<file path="config.mk">
export PLATFORM = sky130hd
export DESIGN_NAME = tscr_top
export DESIGN_NICKNAME = d
export VERILOG_FILES = /design/src/verilog/tscr_pkg.sv /design/src/verilog/tscr_top.sv
export VERILOG_INCLUDE_DIRS = /design/src /design/src/verilog
export SDC_FILE = /design/constraint.sdc
export NUM_CORES = 1
export LEC_CHECK = 0
export BUFFER_PORTS_ARGS = -buffer_cell sky130_fd_sc_hd__clkbuf_2
export CORE_UTILIZATION = 40
export DETAILED_ROUTE_END_ITERATION = 12
export GPL_TIMING_DRIVEN = 0
export PLACE_DENSITY = 0.63
export SYNTH_ARGS = -nofsm -noshare
export SYNTH_HDL_FRONTEND = slang
export SYNTH_SLANG_ARGS = --single-unit
</file>
<file path="constraint.sdc">
create_clock -name aclk -period 5.55 [get_ports aclk]
set_input_delay 0.2775 -clock aclk [delete_from_list [all_inputs] [get_ports aclk]]
set_output_delay 0.2775 -clock aclk [all_outputs]
set_load 0.005 [all_outputs]
</file>
<file path="src/verilog/tscr_cfg.svh">
`ifndef TSCR_CFG_SVH
`define TSCR_CFG_SVH
// register byte offsets
`define TSCR_OFF_CTRL     8'h00
`define TSCR_OFF_XPT      8'h04
`define TSCR_OFF_DIVAB0   8'h08
`define TSCR_OFF_DIVAB1   8'h0C
`define TSCR_OFF_DIVCD    8'h10
`define TSCR_OFF_SYN2     8'h14
`define TSCR_OFF_SYN3     8'h18
`define TSCR_OFF_STBY     8'h1C
`define TSCR_OFF_SLOT     8'h20
`define TSCR_OFF_STAT     8'h24
`define TSCR_OFF_SYN1T    8'h40
`define TSCR_OFF_SYN1END  8'h5C
// field positions
`define TSCR_CTRL_FULLPD  0
`define TSCR_CTRL_STBYEN  1
`define TSCR_CTRL_CAP     2
`define TSCR_CTRL_BYPASS  8
`define TSCR_CTRL_DIV5    9
`define TSCR_CTRL_INV     11
`define TSCR_SYN_Q        0
`define TSCR_SYN_P        8
`define TSCR_STBY_OUT     3
// reset values
`define TSCR_RST_CTRL     32'h0000_0000
`define TSCR_RST_XPT      32'h0000_0000
`define TSCR_RST_DIV      32'h0000_0202
`define TSCR_RST_SYN      32'h0000_0101
`define TSCR_RST_STBY     32'h0000_0000
`define TSCR_RST_SLOT     32'h0000_0000
// bus answers
`define TSCR_RESP_OKAY    2'h0
`define TSCR_RESP_SLVERR  2'h2
// timing
`define TSCR_CLK_PERIOD_NS 100
`define TSCR_LOCK_TYP_US  1000
`define TSCR_LOCK_MAX_US  3000
`define TSCR_LOCK_CYC     ((`TSCR_LOCK_TYP_US * 1000 + `TSCR_CLK_PERIOD_NS - 1) / `TSCR_CLK_PERIOD_NS)
`endif

</file>
<file path="src/verilog/tscr_pkg.sv">
package tscr_pkg;
    // crosspoint source codes
    typedef enum logic [1:0] {
        TSCR_SRC_REF   = 2'h0,
        TSCR_SRC_ONE   = 2'h1,
        TSCR_SRC_TWO   = 2'h2,
        TSCR_SRC_THREE = 2'h3
    } tscr_src_t;
    // fifth output divide codes
    typedef enum logic [1:0] {
        TSCR_D5_BY2 = 2'h0,
        TSCR_D5_BY3 = 2'h1,
        TSCR_D5_BY4 = 2'h2
    } tscr_div5_t;
    typedef logic [6:0] tscr_div_t;
endpackage

</file>
<file path="src/verilog/tscr_top.sv">
`include "tscr_cfg.svh"
`timescale 1ns/1ps
`default_nettype none
module tscr_top
    import tscr_pkg::*;
#(
    parameter int LOCK_CYCLES = `TSCR_LOCK_CYC,
    parameter int ADDR_W      = 8
) (
    // clock and reset
    input  wire logic              aclk,
    input  wire logic              aresetn,
    // axi write address
    input  wire logic [ADDR_W-1:0] s_axi_awaddr,
    input  wire logic [2:0]        s_axi_awprot,
    input  wire logic              s_axi_awvalid,
    output logic                   s_axi_awready,
    // axi write data
    input  wire logic [31:0]       s_axi_wdata,
    input  wire logic [3:0]        s_axi_wstrb,
    input  wire logic              s_axi_wvalid,
    output logic                   s_axi_wready,
    // axi write response
    output logic [1:0]             s_axi_bresp,
    output logic                   s_axi_bvalid,
    input  wire logic              s_axi_bready,
    // axi read address
    input  wire logic [ADDR_W-1:0] s_axi_araddr,
    input  wire logic [2:0]        s_axi_arprot,
    input  wire logic              s_axi_arvalid,
    output logic                   s_axi_arready,
    // axi read data
    output logic [31:0]            s_axi_rdata,
    output logic [1:0]             s_axi_rresp,
    output logic                   s_axi_rvalid,
    input  wire logic              s_axi_rready,
    // control pins
    input  wire logic              freq_sel_bit0,
    input  wire logic              freq_sel_bit1,
    input  wire logic              freq_sel_bit2_or_standby_n,
    input  wire logic              pwr_down_oe_n,
    // clock outputs with enables
    output logic                   out_clk_first,
    output logic                   out_clk_first_oe,
    output logic                   out_clk_second,
    output logic                   out_clk_second_oe,
    output logic                   out_clk_third,
    output logic                   out_clk_third_oe,
    output logic                   out_clk_fourth,
    output logic                   out_clk_fourth_oe,
    output logic                   out_clk_fifth,
    output logic                   out_clk_fifth_oe,
    output logic                   ref_buffer_out,
    output logic                   ref_buffer_out_oe,
    // oscillator analog controls
    output logic [5:0]             osc_cap_load,
    output logic                   osc_cap_bypass,
    output logic                   osc_enable
);
    localparam int LCW = $clog2(LOCK_CYCLES + 1);
    localparam logic [LCW-1:0] LOCK_LAST = LCW'(LOCK_CYCLES);
    localparam logic [ADDR_W-1:0] A_CTRL = ADDR_W'(`TSCR_OFF_CTRL);
    localparam logic [ADDR_W-1:0] A_XPT = ADDR_W'(`TSCR_OFF_XPT);
    localparam logic [ADDR_W-1:0] A_DAB0 = ADDR_W'(`TSCR_OFF_DIVAB0);
    localparam logic [ADDR_W-1:0] A_DAB1 = ADDR_W'(`TSCR_OFF_DIVAB1);
    localparam logic [ADDR_W-1:0] A_DCD = ADDR_W'(`TSCR_OFF_DIVCD);
    localparam logic [ADDR_W-1:0] A_SYN2 = ADDR_W'(`TSCR_OFF_SYN2);
    localparam logic [ADDR_W-1:0] A_SYN3 = ADDR_W'(`TSCR_OFF_SYN3);
    localparam logic [ADDR_W-1:0] A_STBY = ADDR_W'(`TSCR_OFF_STBY);
    localparam logic [ADDR_W-1:0] A_SLOT = ADDR_W'(`TSCR_OFF_SLOT);
    localparam logic [ADDR_W-1:0] A_STAT = ADDR_W'(`TSCR_OFF_STAT);
    localparam logic [ADDR_W-1:0] A_T0 = ADDR_W'(`TSCR_OFF_SYN1T);
    localparam logic [ADDR_W-1:0] A_T7 = ADDR_W'(`TSCR_OFF_SYN1END);

    // byte-lane merge of a write
    function automatic logic [31:0] merge_w(input logic [31:0] o, input logic [31:0] d, input logic [3:0] s);
        merge_w = o;
        for (int b = 0; b < 4; b++) begin
            if (s[b]) begin
                merge_w[8*b +: 8] = d[8*b +: 8];
            end
        end
    endfunction

    // synth one table address check
    function automatic logic in_table(input logic [ADDR_W-1:0] a);
        return (a >= A_T0) && (a <= A_T7) && (a[1:0] == 2'h0);
    endfunction

    // address decode shared by both channels
    function automatic logic mapped(input logic [ADDR_W-1:0] a);
        return in_table(a) || a == A_CTRL || a == A_XPT || a == A_DAB0 || a == A_DAB1 || a == A_DCD
            || a == A_SYN2 || a == A_SYN3 || a == A_STBY || a == A_SLOT || a == A_STAT;
    endfunction

    // zero divide value acts as one
    function automatic logic [6:0] eff_div(input logic [6:0] n);
        return (n == 7'h00) ? 7'h01 : n;
    endfunction

    // configuration registers
    logic [14:0] ctrl_q;
    logic [7:0]  xpt_q;
    logic [14:0] divab_q [2];
    logic [14:0] divcd_q;
    logic [18:0] syn_q [3];
    logic [18:0] syn1_tab_q [8];
    logic [8:0]  stby_q;
    logic [7:0]  slot_q;

    logic full_pd_en;
    logic stby_en;
    assign full_pd_en = ctrl_q[`TSCR_CTRL_FULLPD];
    assign stby_en    = ctrl_q[`TSCR_CTRL_STBYEN];
    assign osc_cap_load   = ctrl_q[`TSCR_CTRL_CAP +: 6];
    assign osc_cap_bypass = ctrl_q[`TSCR_CTRL_BYPASS];

    // pin synchronisers
    logic [2:0] sel_s1_q, sel_s2_q;
    logic       pdn_s1_q, pdn_s2_q;
    always_ff @(posedge aclk) begin
        if (!aresetn) begin
            sel_s1_q <= 3'h0;
            sel_s2_q <= 3'h0;
            pdn_s1_q <= 1'b0;
            pdn_s2_q <= 1'b0;
        end else begin
            sel_s1_q <= {freq_sel_bit2_or_standby_n, freq_sel_bit1, freq_sel_bit0};
            sel_s2_q <= sel_s1_q;
            pdn_s1_q <= pwr_down_oe_n;
            pdn_s2_q <= pdn_s1_q;
        end
    end

    // select code, standby and power-down state
    logic [2:0] code_q;
    logic       stby_act_q, pd_q, osc_run_q;
    logic       full_stop;
    assign full_stop = pd_q & full_pd_en;
    always_ff @(posedge aclk) begin
        if (!aresetn) begin
            code_q     <= 3'h0;
            stby_act_q <= 1'b0;
            pd_q       <= 1'b1;
            osc_run_q  <= 1'b0;
        end else begin
            code_q     <= {sel_s2_q[2] & ~stby_en, sel_s2_q[1:0]};
            stby_act_q <= stby_en & ~sel_s2_q[2];
            pd_q       <= ~pdn_s2_q;
            osc_run_q  <= ~full_stop;
        end
    end
    assign osc_enable = osc_run_q;

    // per-synth P and Q; synth one indexed by select code
    logic [10:0] syn_p [3];
    logic [7:0]  syn_qd [3];
    assign syn_p[0]  = syn1_tab_q[code_q][`TSCR_SYN_P +: 11];
    assign syn_qd[0] = syn1_tab_q[code_q][`TSCR_SYN_Q +: 8];
    assign syn_p[1]  = syn_q[1][`TSCR_SYN_P +: 11];
    assign syn_qd[1] = syn_q[1][`TSCR_SYN_Q +: 8];
    assign syn_p[2]  = syn_q[2][`TSCR_SYN_P +: 11];
    assign syn_qd[2] = syn_q[2][`TSCR_SYN_Q +: 8];

    // synth models: tick rate ref*P/Q (capped at ref), lock timer
    logic [2:0] run, locked, syn_tick_q;
    generate
        for (genvar i = 0; i < 3; i++) begin : g_syn
            logic [7:0]     acc_q;
            logic [LCW-1:0] lcnt_q;
            logic [7:0]     q_eff;
            logic [11:0]    sum;
            logic           hit;
            logic           sat;
            assign run[i] = ~full_stop & ~(stby_act_q & stby_q[i]);
            assign q_eff  = (syn_qd[i] == 8'h00) ? 8'h01 : syn_qd[i];
            assign sum    = 12'(acc_q) + 12'(syn_p[i]);
            assign hit    = sum >= 12'(q_eff);
            assign sat    = 12'(syn_p[i]) >= 12'(q_eff);
            always_ff @(posedge aclk) begin
                if (!aresetn || !run[i]) begin
                    acc_q         <= 8'h00;
                    lcnt_q        <= '0;
                    locked[i]     <= 1'b0;
                    syn_tick_q[i] <= 1'b0;
                end else begin
                    acc_q         <= sat ? 8'h00 : (hit ? 8'(sum - 12'(q_eff)) : 8'(sum));
                    lcnt_q        <= (lcnt_q == LOCK_LAST) ? lcnt_q : lcnt_q + 1'b1;
                    locked[i]     <= locked[i] | (lcnt_q == LOCK_LAST);
                    syn_tick_q[i] <= locked[i] & hit;
                end
            end
        end
    endgenerate

    // divide values per output
    logic      slot_cur;
    tscr_div_t div_want [5];
    assign slot_cur    = slot_q[code_q];
    assign div_want[0] = slot_cur ? divab_q[1][6:0] : divab_q[0][6:0];
    assign div_want[1] = slot_cur ? divab_q[1][14:8] : divab_q[0][14:8];
    assign div_want[2] = divcd_q[6:0];
    assign div_want[3] = divcd_q[14:8];
    assign div_want[4] = (tscr_div5_t'(ctrl_q[`TSCR_CTRL_DIV5 +: 2]) == TSCR_D5_BY2) ? 7'h02 :
                         (tscr_div5_t'(ctrl_q[`TSCR_CTRL_DIV5 +: 2]) == TSCR_D5_BY3) ? 7'h03 : 7'h04;

    // post-dividers with enables; crosspoint source and phase inversion on the first four outputs only
    logic [4:0] src_tick, src_ok, load, lvl_q, oe_q;
    logic [6:0] cnt_q [5];
    logic [6:0] cur_q [5];
    generate
        for (genvar j = 0; j < 5; j++) begin : g_div
            logic [6:0] cur_eff;
            logic       inv;
            if (j < 4) begin : g_xpt
                tscr_src_t src;
                assign src = tscr_src_t'(xpt_q[2*j +: 2]);
                assign src_tick[j] = (src == TSCR_SRC_REF) ? ~full_stop : syn_tick_q[2'(src) - 2'h1];
                assign src_ok[j]   = (src == TSCR_SRC_REF) ? 1'b1 : locked[2'(src) - 2'h1];
                assign inv         = ctrl_q[`TSCR_CTRL_INV + j];
            end else begin : g_fifth
                assign src_tick[j] = syn_tick_q[0];
                assign src_ok[j]   = locked[0];
                assign inv         = 1'b0;
            end
            assign cur_eff = eff_div(cur_q[j]);
            assign load[j] = src_tick[j] & (cnt_q[j] >= cur_eff - 7'h01);
            always_ff @(posedge aclk) begin
                if (!aresetn || full_stop) begin
                    cnt_q[j] <= 7'h00;
                    cur_q[j] <= 7'h00;
                    lvl_q[j] <= 1'b0;
                end else begin
                    if (load[j]) begin
                        cnt_q[j] <= 7'h00;
                        cur_q[j] <= div_want[j];
                    end else if (src_tick[j]) begin
                        cnt_q[j] <= cnt_q[j] + 7'h01;
                    end
                    lvl_q[j] <= (cnt_q[j] < (cur_eff >> 1)) ^ inv;
                end
            end
            always_ff @(posedge aclk) begin
                if (!aresetn) begin
                    oe_q[j] <= 1'b0;
                end else begin
                    oe_q[j] <= ~pd_q & ~(stby_act_q & stby_q[`TSCR_STBY_OUT + j]) & src_ok[j];
                end
            end
        end
    endgenerate

    // reference buffer enable
    logic ref_oe_q;
    always_ff @(posedge aclk) begin
        if (!aresetn) begin
            ref_oe_q <= 1'b0;
        end else begin
            ref_oe_q <= ~pd_q & ~(stby_act_q & stby_q[`TSCR_STBY_OUT + 5]);
        end
    end

    // pin drivers
    assign out_clk_first     = lvl_q[0];
    assign out_clk_second    = lvl_q[1];
    assign out_clk_third     = lvl_q[2];
    assign out_clk_fourth    = lvl_q[3];
    assign out_clk_fifth     = lvl_q[4];
    assign out_clk_first_oe  = oe_q[0];
    assign out_clk_second_oe = oe_q[1];
    assign out_clk_third_oe  = oe_q[2];
    assign out_clk_fourth_oe = oe_q[3];
    assign out_clk_fifth_oe  = oe_q[4];
    assign ref_buffer_out    = aclk & osc_run_q;
    assign ref_buffer_out_oe = ref_oe_q;

    // axi write channel
    logic              aw_have_q, w_have_q, bvalid_q, wr_go;
    logic [ADDR_W-1:0] awaddr_q;
    logic [31:0]       wdata_q;
    logic [3:0]        wstrb_q;
    logic [1:0]        bresp_q;
    assign s_axi_awready = ~aw_have_q & ~bvalid_q;
    assign s_axi_wready  = ~w_have_q & ~bvalid_q;
    assign wr_go         = aw_have_q & w_have_q & ~bvalid_q;
    assign s_axi_bvalid  = bvalid_q;
    assign s_axi_bresp   = bresp_q;
    always_ff @(posedge aclk) begin
        if (!aresetn) begin
            aw_have_q <= 1'b0;
            w_have_q  <= 1'b0;
            bvalid_q  <= 1'b0;
            awaddr_q  <= '0;
            wdata_q   <= 32'h0000_0000;
            wstrb_q   <= 4'h0;
            bresp_q   <= `TSCR_RESP_OKAY;
        end else begin
            if (s_axi_awvalid && s_axi_awready) begin
                aw_have_q <= 1'b1;
                awaddr_q  <= s_axi_awaddr;
            end
            if (s_axi_wvalid && s_axi_wready) begin
                w_have_q <= 1'b1;
                wdata_q  <= s_axi_wdata;
                wstrb_q  <= s_axi_wstrb;
            end
            if (wr_go) begin
                aw_have_q <= 1'b0;
                w_have_q  <= 1'b0;
                bvalid_q  <= 1'b1;
                bresp_q   <= mapped(awaddr_q) ? `TSCR_RESP_OKAY : `TSCR_RESP_SLVERR;
            end else if (s_axi_bready) begin
                bvalid_q <= 1'b0;
            end
        end
    end

    // register writes
    logic [2:0] tidx_w;
    assign tidx_w = awaddr_q[4:2];
    always_ff @(posedge aclk) begin
        if (!aresetn) begin
            ctrl_q     <= 15'(`TSCR_RST_CTRL);
            xpt_q      <= 8'(`TSCR_RST_XPT);
            divab_q[0] <= 15'(`TSCR_RST_DIV);
            divab_q[1] <= 15'(`TSCR_RST_DIV);
            divcd_q    <= 15'(`TSCR_RST_DIV);
            syn_q[0]   <= 19'(`TSCR_RST_SYN);
            syn_q[1]   <= 19'(`TSCR_RST_SYN);
            syn_q[2]   <= 19'(`TSCR_RST_SYN);
            stby_q     <= 9'(`TSCR_RST_STBY);
            slot_q     <= 8'(`TSCR_RST_SLOT);
            for (int k = 0; k < 8; k++) begin
                syn1_tab_q[k] <= 19'(`TSCR_RST_SYN);
            end
        end else if (wr_go) begin
            if (awaddr_q == A_CTRL) ctrl_q <= 15'(merge_w(32'(ctrl_q), wdata_q, wstrb_q));
            if (awaddr_q == A_XPT) xpt_q <= 8'(merge_w(32'(xpt_q), wdata_q, wstrb_q));
            if (awaddr_q == A_DAB0) divab_q[0] <= 15'(merge_w(32'(divab_q[0]), wdata_q, wstrb_q));
            if (awaddr_q == A_DAB1) divab_q[1] <= 15'(merge_w(32'(divab_q[1]), wdata_q, wstrb_q));
            if (awaddr_q == A_DCD) divcd_q <= 15'(merge_w(32'(divcd_q), wdata_q, wstrb_q));
            if (awaddr_q == A_SYN2) syn_q[1] <= 19'(merge_w(32'(syn_q[1]), wdata_q, wstrb_q));
            if (awaddr_q == A_SYN3) syn_q[2] <= 19'(merge_w(32'(syn_q[2]), wdata_q, wstrb_q));
            if (awaddr_q == A_STBY) stby_q <= 9'(merge_w(32'(stby_q), wdata_q, wstrb_q));
            if (awaddr_q == A_SLOT) slot_q <= 8'(merge_w(32'(slot_q), wdata_q, wstrb_q));
            if (in_table(awaddr_q)) begin
                syn1_tab_q[tidx_w] <= 19'(merge_w(32'(syn1_tab_q[tidx_w]), wdata_q, wstrb_q));
            end
        end
    end

    // read decode
    logic [31:0] rd_word;
    always_comb begin
        rd_word = 32'h0000_0000;
        if (in_table(s_axi_araddr)) rd_word = 32'(syn1_tab_q[s_axi_araddr[4:2]]);
        else if (s_axi_araddr == A_CTRL) rd_word = 32'(ctrl_q);
        else if (s_axi_araddr == A_XPT) rd_word = 32'(xpt_q);
        else if (s_axi_araddr == A_DAB0) rd_word = 32'(divab_q[0]);
        else if (s_axi_araddr == A_DAB1) rd_word = 32'(divab_q[1]);
        else if (s_axi_araddr == A_DCD) rd_word = 32'(divcd_q);
        else if (s_axi_araddr == A_SYN2) rd_word = 32'(syn_q[1]);
        else if (s_axi_araddr == A_SYN3) rd_word = 32'(syn_q[2]);
        else if (s_axi_araddr == A_STBY) rd_word = 32'(stby_q);
        else if (s_axi_araddr == A_SLOT) rd_word = 32'(slot_q);
        else if (s_axi_araddr == A_STAT) rd_word = {24'h000000, stby_act_q, pd_q, code_q, locked};
    end

    // axi read channel
    logic        rvalid_q;
    logic [31:0] rdata_q;
    logic [1:0]  rresp_q;
    assign s_axi_arready = ~rvalid_q;
    assign s_axi_rvalid  = rvalid_q;
    assign s_axi_rdata   = rdata_q;
    assign s_axi_rresp   = rresp_q;
    always_ff @(posedge aclk) begin
        if (!aresetn) begin
            rvalid_q <= 1'b0;
            rdata_q  <= 32'h0000_0000;
            rresp_q  <= `TSCR_RESP_OKAY;
        end else if (s_axi_arvalid && !rvalid_q) begin
            rvalid_q <= 1'b1;
            rdata_q  <= rd_word;
            rresp_q  <= mapped(s_axi_araddr) ? `TSCR_RESP_OKAY : `TSCR_RESP_SLVERR;
        end else if (s_axi_rready) begin
            rvalid_q <= 1'b0;
        end
    end

    // checks
    logic [1:0] age_q;
    always_ff @(posedge aclk) begin
        if (!aresetn) age_q <= 2'h0;
        else if (age_q != 2'h3) age_q <= age_q + 2'h1;
    end
endmodule
`default_nettype wire

</file>
==> impl_metrics.toml, run 1 <==
[logic_synthesis]
synthXorXnorAreaFrac_pct = 3.207
ys_ff_latch = 493
synth_adder_area_share_pct = 6.877
netlist-cell-type-count = 76
yosysMostFrequentCell = "edfxtp_1"
synthMuxAreaShare_pct = 12.04
avgSynthCellArea_um2 = 10.48
synth_compound_area_share_pct = 12.06
synthSimpleGateAreaFrac_pct = 16.73
ys.warnings.count = 0
synthArstFlopShare_pct = 0
synthTopCellsByArea = "edfxtp_1, dfxtp_1, ha_1, mux4_2, mux2i_1"
synth.top_cells.by_count = "edfxtp_1, nand2_1, dfxtp_1, nor2_1, and2_1"
synth_top_family_by_area = "simple AND/OR/NAND/NOR gates"
synth_edf_count = 286
synth_top_area_share_pct = 30.53
seq_area_frac_synth_pct = 45.27
synth_area_um2 = 28130
synth_cells = 2685
synth_ff_type = "edfxtp_1"
synth_top_cell_by_area = "edfxtp_1"

[floorplan]
fp.dieH_um = 267.2
start_util_pct = 40.72
coreArea_um2 = 69070
fp.dieW_um = 267.2
rows = 96
die_area_um2 = 71380
ios = 130

[detailed_routing]
drt_iter0_markers = 2505
routed_wl_um = 89980
viasPerCell = 5.800
drtAntennaViolNets = 0
firstDrtPassIters = 7
vias = 22487
drc = 0
wl_per_cell_um = 23.21

[global_route]
grt_overflow = 0
antenna_found_initial = 5
grt_pass1_vias = 21678
grt.total_usage_pct = 25.07
grt_pass1_wl_um = 133300
grt_max_degree = 20

[setup_path]
crit_fanout = 10
endpoint = "g_syn[0].acc_q[4]"
setup.worst_path.start = "code_q[2]"
r2r-start = "code_q[2]"
cp_num_buf_inv = 4
r2r_slack_ns = 0.33
crit_slowest_cell = "clkdlybuf4s15_1"
reg2reg_depth = 17
critPathRequiredTime_ns = 6.16
setup.worst_path.end_class = "flip-flop"
worstReg2RegEnd = "g_syn[0].acc_q[4]"
max_stage_delay_ns = 0.76
crit_family = "buffers and inverters"
setup.worst_path.class = "flip-flop to flip-flop"
cp_data_arrival_time_ns = 5.83
cp.depth = 17
cp-start-kind = "flip-flop"
path_cells = "clkdlybuf4s15_1 -> clkbuf_2 -> mux2i_1 -> inv_1 -> ha_1 -> a211oi_1 -> nor2_1 -> or2_2 -> a31oi_1 -> xnor2_1 -> ha_1 -> o21ai_0 -> a21o_1 -> o2111ai_2 -> buf_6 -> mux2i_1 -> nor2_1"

[layout]
final_area_um2 = 32300
nFillCells = 6322
drive_above_1_share_pct = 12.29
area_delta_synth_final_pct = 14.85
nets = 3120
final_util_pct = 46.77
diodes = 0

[pwr]
p_int_mw = 6.955
p_sw_mw = 2.497
p_seq_share_pct = 43.8
power_leakage_nw = 12.57
peakVddDrop_v = 0.0002254
pwr-share-clk_pct = 42.7
pwr-share-comb_pct = 13.4
switching_share_pct = 26.42
cellPowerDensity_nw_per_um2 = 292.6

[place]
postPlaceCellArea_um2 = 29870
hpwlAfterDp_um = 68210
dp_slack_ns = -0.5118
gp_congestion = 0.9761
portBuffers = 92

[sta]
hold_viol_final = 0
setup_violations = 0
drv_slew = 0
slew_headroom_pct = 5.309
fin_crit_sh_pct = 93.99
final.min_clock_period_ns = 5.216
clock.fmax_ghz = 0.1917
finalClockSkew_ns = 0.01773
worstMarginPinSlew_ns = 1.409
finalSetupTns_ns = 0
rsz0062_at_grt = "false"
setup_ws_ns = 0.3336

[clock_network]
clk_latency_ns = 0.74
cts_tree = "done"
clkTransAtPathRegs_ns = 0.06

[job]
drv_cap = 0

[status]
outcome = "complete, no violations"

[hold_path]
hold_path.class = "input port to flip-flop"
==> logic make-up after synthesis <==
logic type,Yosys count
simple gates,933
other cells,1
mux,236
fa+ha+maj,151
flops,493
buf+inv,257
xor+xnor,103
compound gates,511
==> layer usage <==
layer | up-vias | GRT usage, % | share of wire, %
li1 | 10233 | - | -
met1 | 10966 | 34.51 | 43
met2 | 1104 | 38.38 | 44
met3 | 180 | 5.085 | 9.6
met4 | 4 | 10.25 | 3.9
met5 | - | 0 | 0.028
==> repair_timing <==
action | in CTS | in global routing
hold endpoints to repair | 36 | 0
resized for setup | 3 | 5
hold buffers | 39 | 0
endpoints found under the setup margin | 9 | 9
buffers inserted | 0 | 0
==> area by class of cell <==
class	count	area (um2)	share of cell area, %
tap	931	1165	3.606
timing repair buffer	140	913.4	2.827
inverter	102	382.9	1.185
buffer	153	693.2	2.146
multi-input combinational	1952	14400	44.56
sequential	493	12730	39.41
clock buffer	80	1672	5.174
clock inverter	26	351.6	1.088
==> flip-flops by register name, indices dropped and copies added, names as in the netlist, 9 cells and up <==
name,flops
cur_q,31
cnt_q,35
syn_q,38
g_syn.lcnt_q,42
divcd_q,15
syn1_tab_q,152
wdata_q,19
divab_q,30
stby_q,9
g_syn.acc_q,24
ctrl_q,15
s_axi_rdata,19
==> worst min path at each step <==
stage,startpoint,end,slack (ns),cells past startpoint
after floorplan,pdn_s2_q,pd_q,0.35,1
after global placement,pdn_s2_q,pd_q,0.38,1
after detailed placement,pdn_s2_q,pd_q,0.38,1
after CTS,s_axi_awvalid,awaddr_q[1],0.001,4
after global routing,s_axi_awvalid,awaddr_q[1],0.03,4
final,s_axi_awvalid,awaddr_q[1],0.02,4
==> layout by cell type, fill, tap and decap left out, types with 25 or more instances in the layout <==
cell	n
edfxtp_1	286
nand2_1	209
dfxtp_1	207
nor2_1	192
and2_1	146
ha_1	145
mux2i_1	131
nand3_1	114
clkbuf_1	113
a21oi_1	109
inv_1	101
o21ai_0	101
clkbuf_2	97
mux4_2	79
xnor2_1	63
a21boi_0	60
clkbuf_16	60
nor2b_1	53
a21o_1	50
nor3_1	47
nand2b_1	47
xor2_1	40
dlygate4sd3_1	39
a2111oi_0	35
and3_1	30
or3_1	28
a211oi_1	27
buf_4	27
mux2_2	25
==> power groups by stage <==
stage	clock network [mW]	registers (mW)	logic [mW]
final	4.04	4.14	1.27
after global routing	4.20	4.16	1.38
after CTS	4.07	4.14	1.25
after detailed placement	0.00676	4.22	1.22
after global placement	0.00676	4.21	1.18
after floorplan	0.00354	4.15	0.869
==> worst min-delay path, cell delays in order <==
cell and delay (ns):
clkbuf_2 0.09, nand2_1 0.16, nand2_1 0.11, a21boi_0 0.07
==> through the flow <==
| step | power, mW | cells | hold WS, ns |
|---|---|---|---|
| 6_report | 9.452 | 3877 | 0.02032 |
| 2_1_floorplan | 5.018 | 2702 | 0.3517 |
| 5_1_grt | 9.743 | 3877 | 0.03393 |
| 3_5_place_dp | 5.443 | 3733 | 0.3773 |
| 3_3_place_gp | 5.397 | 3725 | 0.3801 |
| 4_1_cts | 9.459 | 3875 | 0.001419 |
(Power assumes the default switching activity.)
==> run 2: changes to the inputs <==
--- a/config.mk
+++ b/config.mk
@@ -6,6 +6,7 @@
 export SDC_FILE = /design/constraint.sdc
 export NUM_CORES = 1
 export LEC_CHECK = 0
+export ABC_AREA = 1
 export BUFFER_PORTS_ARGS = -buffer_cell sky130_fd_sc_hd__clkbuf_2
 export CORE_UTILIZATION = 40
 export DETAILED_ROUTE_END_ITERATION = 12
==> run 2 against run 1 <==
  * Routed wire length up 0.50%
  * Clock skew up 0.0084 ns
  * Synthesized cell count up 28%
  * Fmax down 1.2%
  * Count of clock-buffer cells in the layout up 2
  * First-iteration DRC count up 15%
  * Worst setup slack worse by 0.063 ns
  * Core utilization down 0.19 points
  * Design area down 0.75%
  * Critical path depth up 7
  * Clock power about the same
  * Register-to-register slack worse by 0.06 ns
==> impl_metrics.toml, run 2 <==
[sta]
slew_headroom_pct = 13.21
rsz0062_at_grt = "false"
finalClockSkew_ns = 0.02613
clock.fmax_ghz = 0.1894
hold_viol_final = 0
fin_crit_sh_pct = 95.12
setup_ws_ns = 0.2709
drv_slew = 0
setup_violations = 0
final.min_clock_period_ns = 5.279
finalSetupTns_ns = 0
worstMarginPinSlew_ns = 1.288

[logic_synthesis]
synthArstFlopShare_pct = 0
avgSynthCellArea_um2 = 8.126
seq_area_frac_synth_pct = 45.58
synth_top_cell_by_area = "edfxtp_1"
synth_cells = 3438
synthTopCellsByArea = "edfxtp_1, dfxtp_1, nand2_1, nor2_1, ha_1"
yosysMostFrequentCell = "nand2_1"
ys_ff_latch = 493
synth_edf_count = 286
synth_area_um2 = 27940
synth_top_area_share_pct = 30.74
netlist-cell-type-count = 64
synth.top_cells.by_count = "nand2_1, nor2_1, inv_1, a21oi_1, edfxtp_1"
synth_ff_type = "edfxtp_1"
ys.warnings.count = 0

[global_route]
antenna_found_initial = 0
grt_overflow = 0
grt.total_usage_pct = 25.29
grt_pass1_vias = 22728
grt_pass1_wl_um = 135600
grt_max_degree = 20

[hold_path]
min_from = "s_axi_awvalid"
hold_path.class = "input port to flip-flop"
min_path_cells = 4

[floorplan]
start_util_pct = 40.59
rows = 96
coreArea_um2 = 68830
ios = 130
fp.dieW_um = 266.3
die_area_um2 = 70900
fp.dieH_um = 266.3

[job]
drv_cap = 0

[clock_network]
clk_latency_ns = 0.75
cts_tree = "done"
clkTransAtPathRegs_ns = 0.06

[pwr]
power.total_mw = 9.750
peakVddDrop_v = 0.0002549
cellPowerDensity_nw_per_um2 = 304.1
power_leakage_nw = 13.51

[place]
dp_slack_ns = 0.1678
hpwlAfterDp_um = 68470
portBuffers = 93
gp_congestion = 0.9782

[layout]
drive_above_1_share_pct = 10.28
regMostFlops = "syn1_tab_q"
final_common_cell = "nand2_1"
nets = 3869
largest_register_ffs = 152
layout_common_cells = "nand2_1, nor2_1, inv_1, a21oi_1, edfxtp_1"
area_delta_synth_final_pct = 14.77
diodes = 0
largestRegisters = "syn1_tab_q (152), g_syn.lcnt_q (42), syn_q (38)"

[setup_path]
cp-start-kind = "flip-flop"
r2r-start = "code_q[0]"
setup.worst_path.class = "flip-flop to flip-flop"
crit_fanout = 10
cp_data_arrival_time_ns = 5.95
setup.worst_path.end_class = "flip-flop"
reg2reg_depth = 24
critPathRequiredTime_ns = 6.23
setup.worst_path.start = "code_q[0]"

[detailed_routing]
routed_wl_um = 90430
firstDrtPassIters = 6
vias = 24973
drt_iter0_markers = 2888
wl_per_cell_um = 19.55
drtAntennaViolNets = 0
drc = 0
viasPerCell = 5.398

[status]
outcome = "complete, no violations"
-- run 2: changes by cell type in the layout (fill, tap and decap cells not counted), sizes merged, moves of 47 or more --
cell    before  now
a21boi      60    4
nor2b       53    0
a21o        50    2
o21ai      113  253
nor2       192  531
and2       146    0
nand4        8   67
nand2      209  588
nand2b      47    0
inv        105  427
a21oi      109  288
nand3      114  171
mux2i      131    0
mux4        79    0
-- run 2: layout make-up --
class | count | area, um2
Inverter | 432 | 1635
Multi-Input combinational cell | 2390 | 12880
Tap cell | 931 | 1165
Clock buffer | 82 | 1708
Fill cell | 6691 | 36760
Clock inverter | 25 | 307.8
Timing Repair Buffer | 134 | 880.8
Buffer | 139 | 754.5
Sequential cell | 493 | 12730
-- run 2: timing repair --
item,4_1_cts,5_1_grt
gates resized for setup,0,3
setup buffers,0,0
hold buffers,42,0
endpoints found under the hold margin,36,0
setup endpoints to repair,0,5
-- run 2: routing by layer --
layer  vias up  routed length [um]  GRT usage [%]
met5         -                   0              0
li1      11974                   -              -
met4         0                3930          11.17
met2      1221               37590          36.71
met1     11563               39570          35.99
met3       215                9345          5.277
-- run 2: cell families after synthesis --
group,count (synthesis),synth area share [%]
buffers and inverters,572,8.563
other,1,0.01342
AND/OR/NAND/NOR,1461,22.97
XOR/XNOR,71,2.226
adder cells (fa/ha/maj),151,6.924
AO/OA/AOI/OAI,689,13.73
flip-flops,493,45.58
-- run 2: where the power goes --
| part | total [mW] | switching, mW | internal (mW) |
|---|---|---|---|
| Combinational | 1.55 | 1.03 | 0.529 |
| Sequential | 4.17 | 0.130 | 4.04 |
| Clock | 4.02 | 1.57 | 2.45 |
| Total | 9.75 | 2.72 | 7.03 |
-- run 2: path summary, 6_finish.rpt --
path              slack (ns)                end
hold / removal          0.03        awaddr_q[4]
setup reg to reg        0.27  g_syn[0].acc_q[2]
hold reg to reg         0.41          code_q[0]
setup / recovery        0.27  g_syn[0].acc_q[2]
-- run 2: metrics by stage --
| step | instance area, um2 | hold WS, ns | cells | util [%] |
|---|---|---|---|---|
| after floorplan | 28000 | 0.3517 | 3455 | - |
| after global placement | 29630 | 0.3961 | 4479 | 43.05 |
| after detailed placement | 29630 | 0.3973 | 4479 | 43.05 |
| after CTS | 32060 | 0.01562 | 4626 | 46.58 |
| after global routing | 32060 | 0.06150 | 4626 | 46.58 |
| final | 32060 | 0.02858 | 4626 | 46.58 |
-- run 2: critical path: stages, from the launching register on --
cell	delay [ns]
dfxtp_1	0.30
buf_6	0.15
inv_8	0.08
buf_8	0.15
clkbuf_1	0.49
clkbuf_1	0.45
o21ai_0	0.16
a31oi_1	0.57
ha_1	0.42
a21oi_1	0.14
nand2_1	0.13
nand2_1	0.08
nand2_1	0.07
or2_2	0.27
nand2_1	0.09
inv_1	0.05
ha_1	0.33
a21oi_1	0.15
a21boi_0	0.18
nand2_1	0.13
inv_1	0.07
nand4_1	0.09
nor2_2	0.43
nor2_1	0.10
nor2_1	0.11
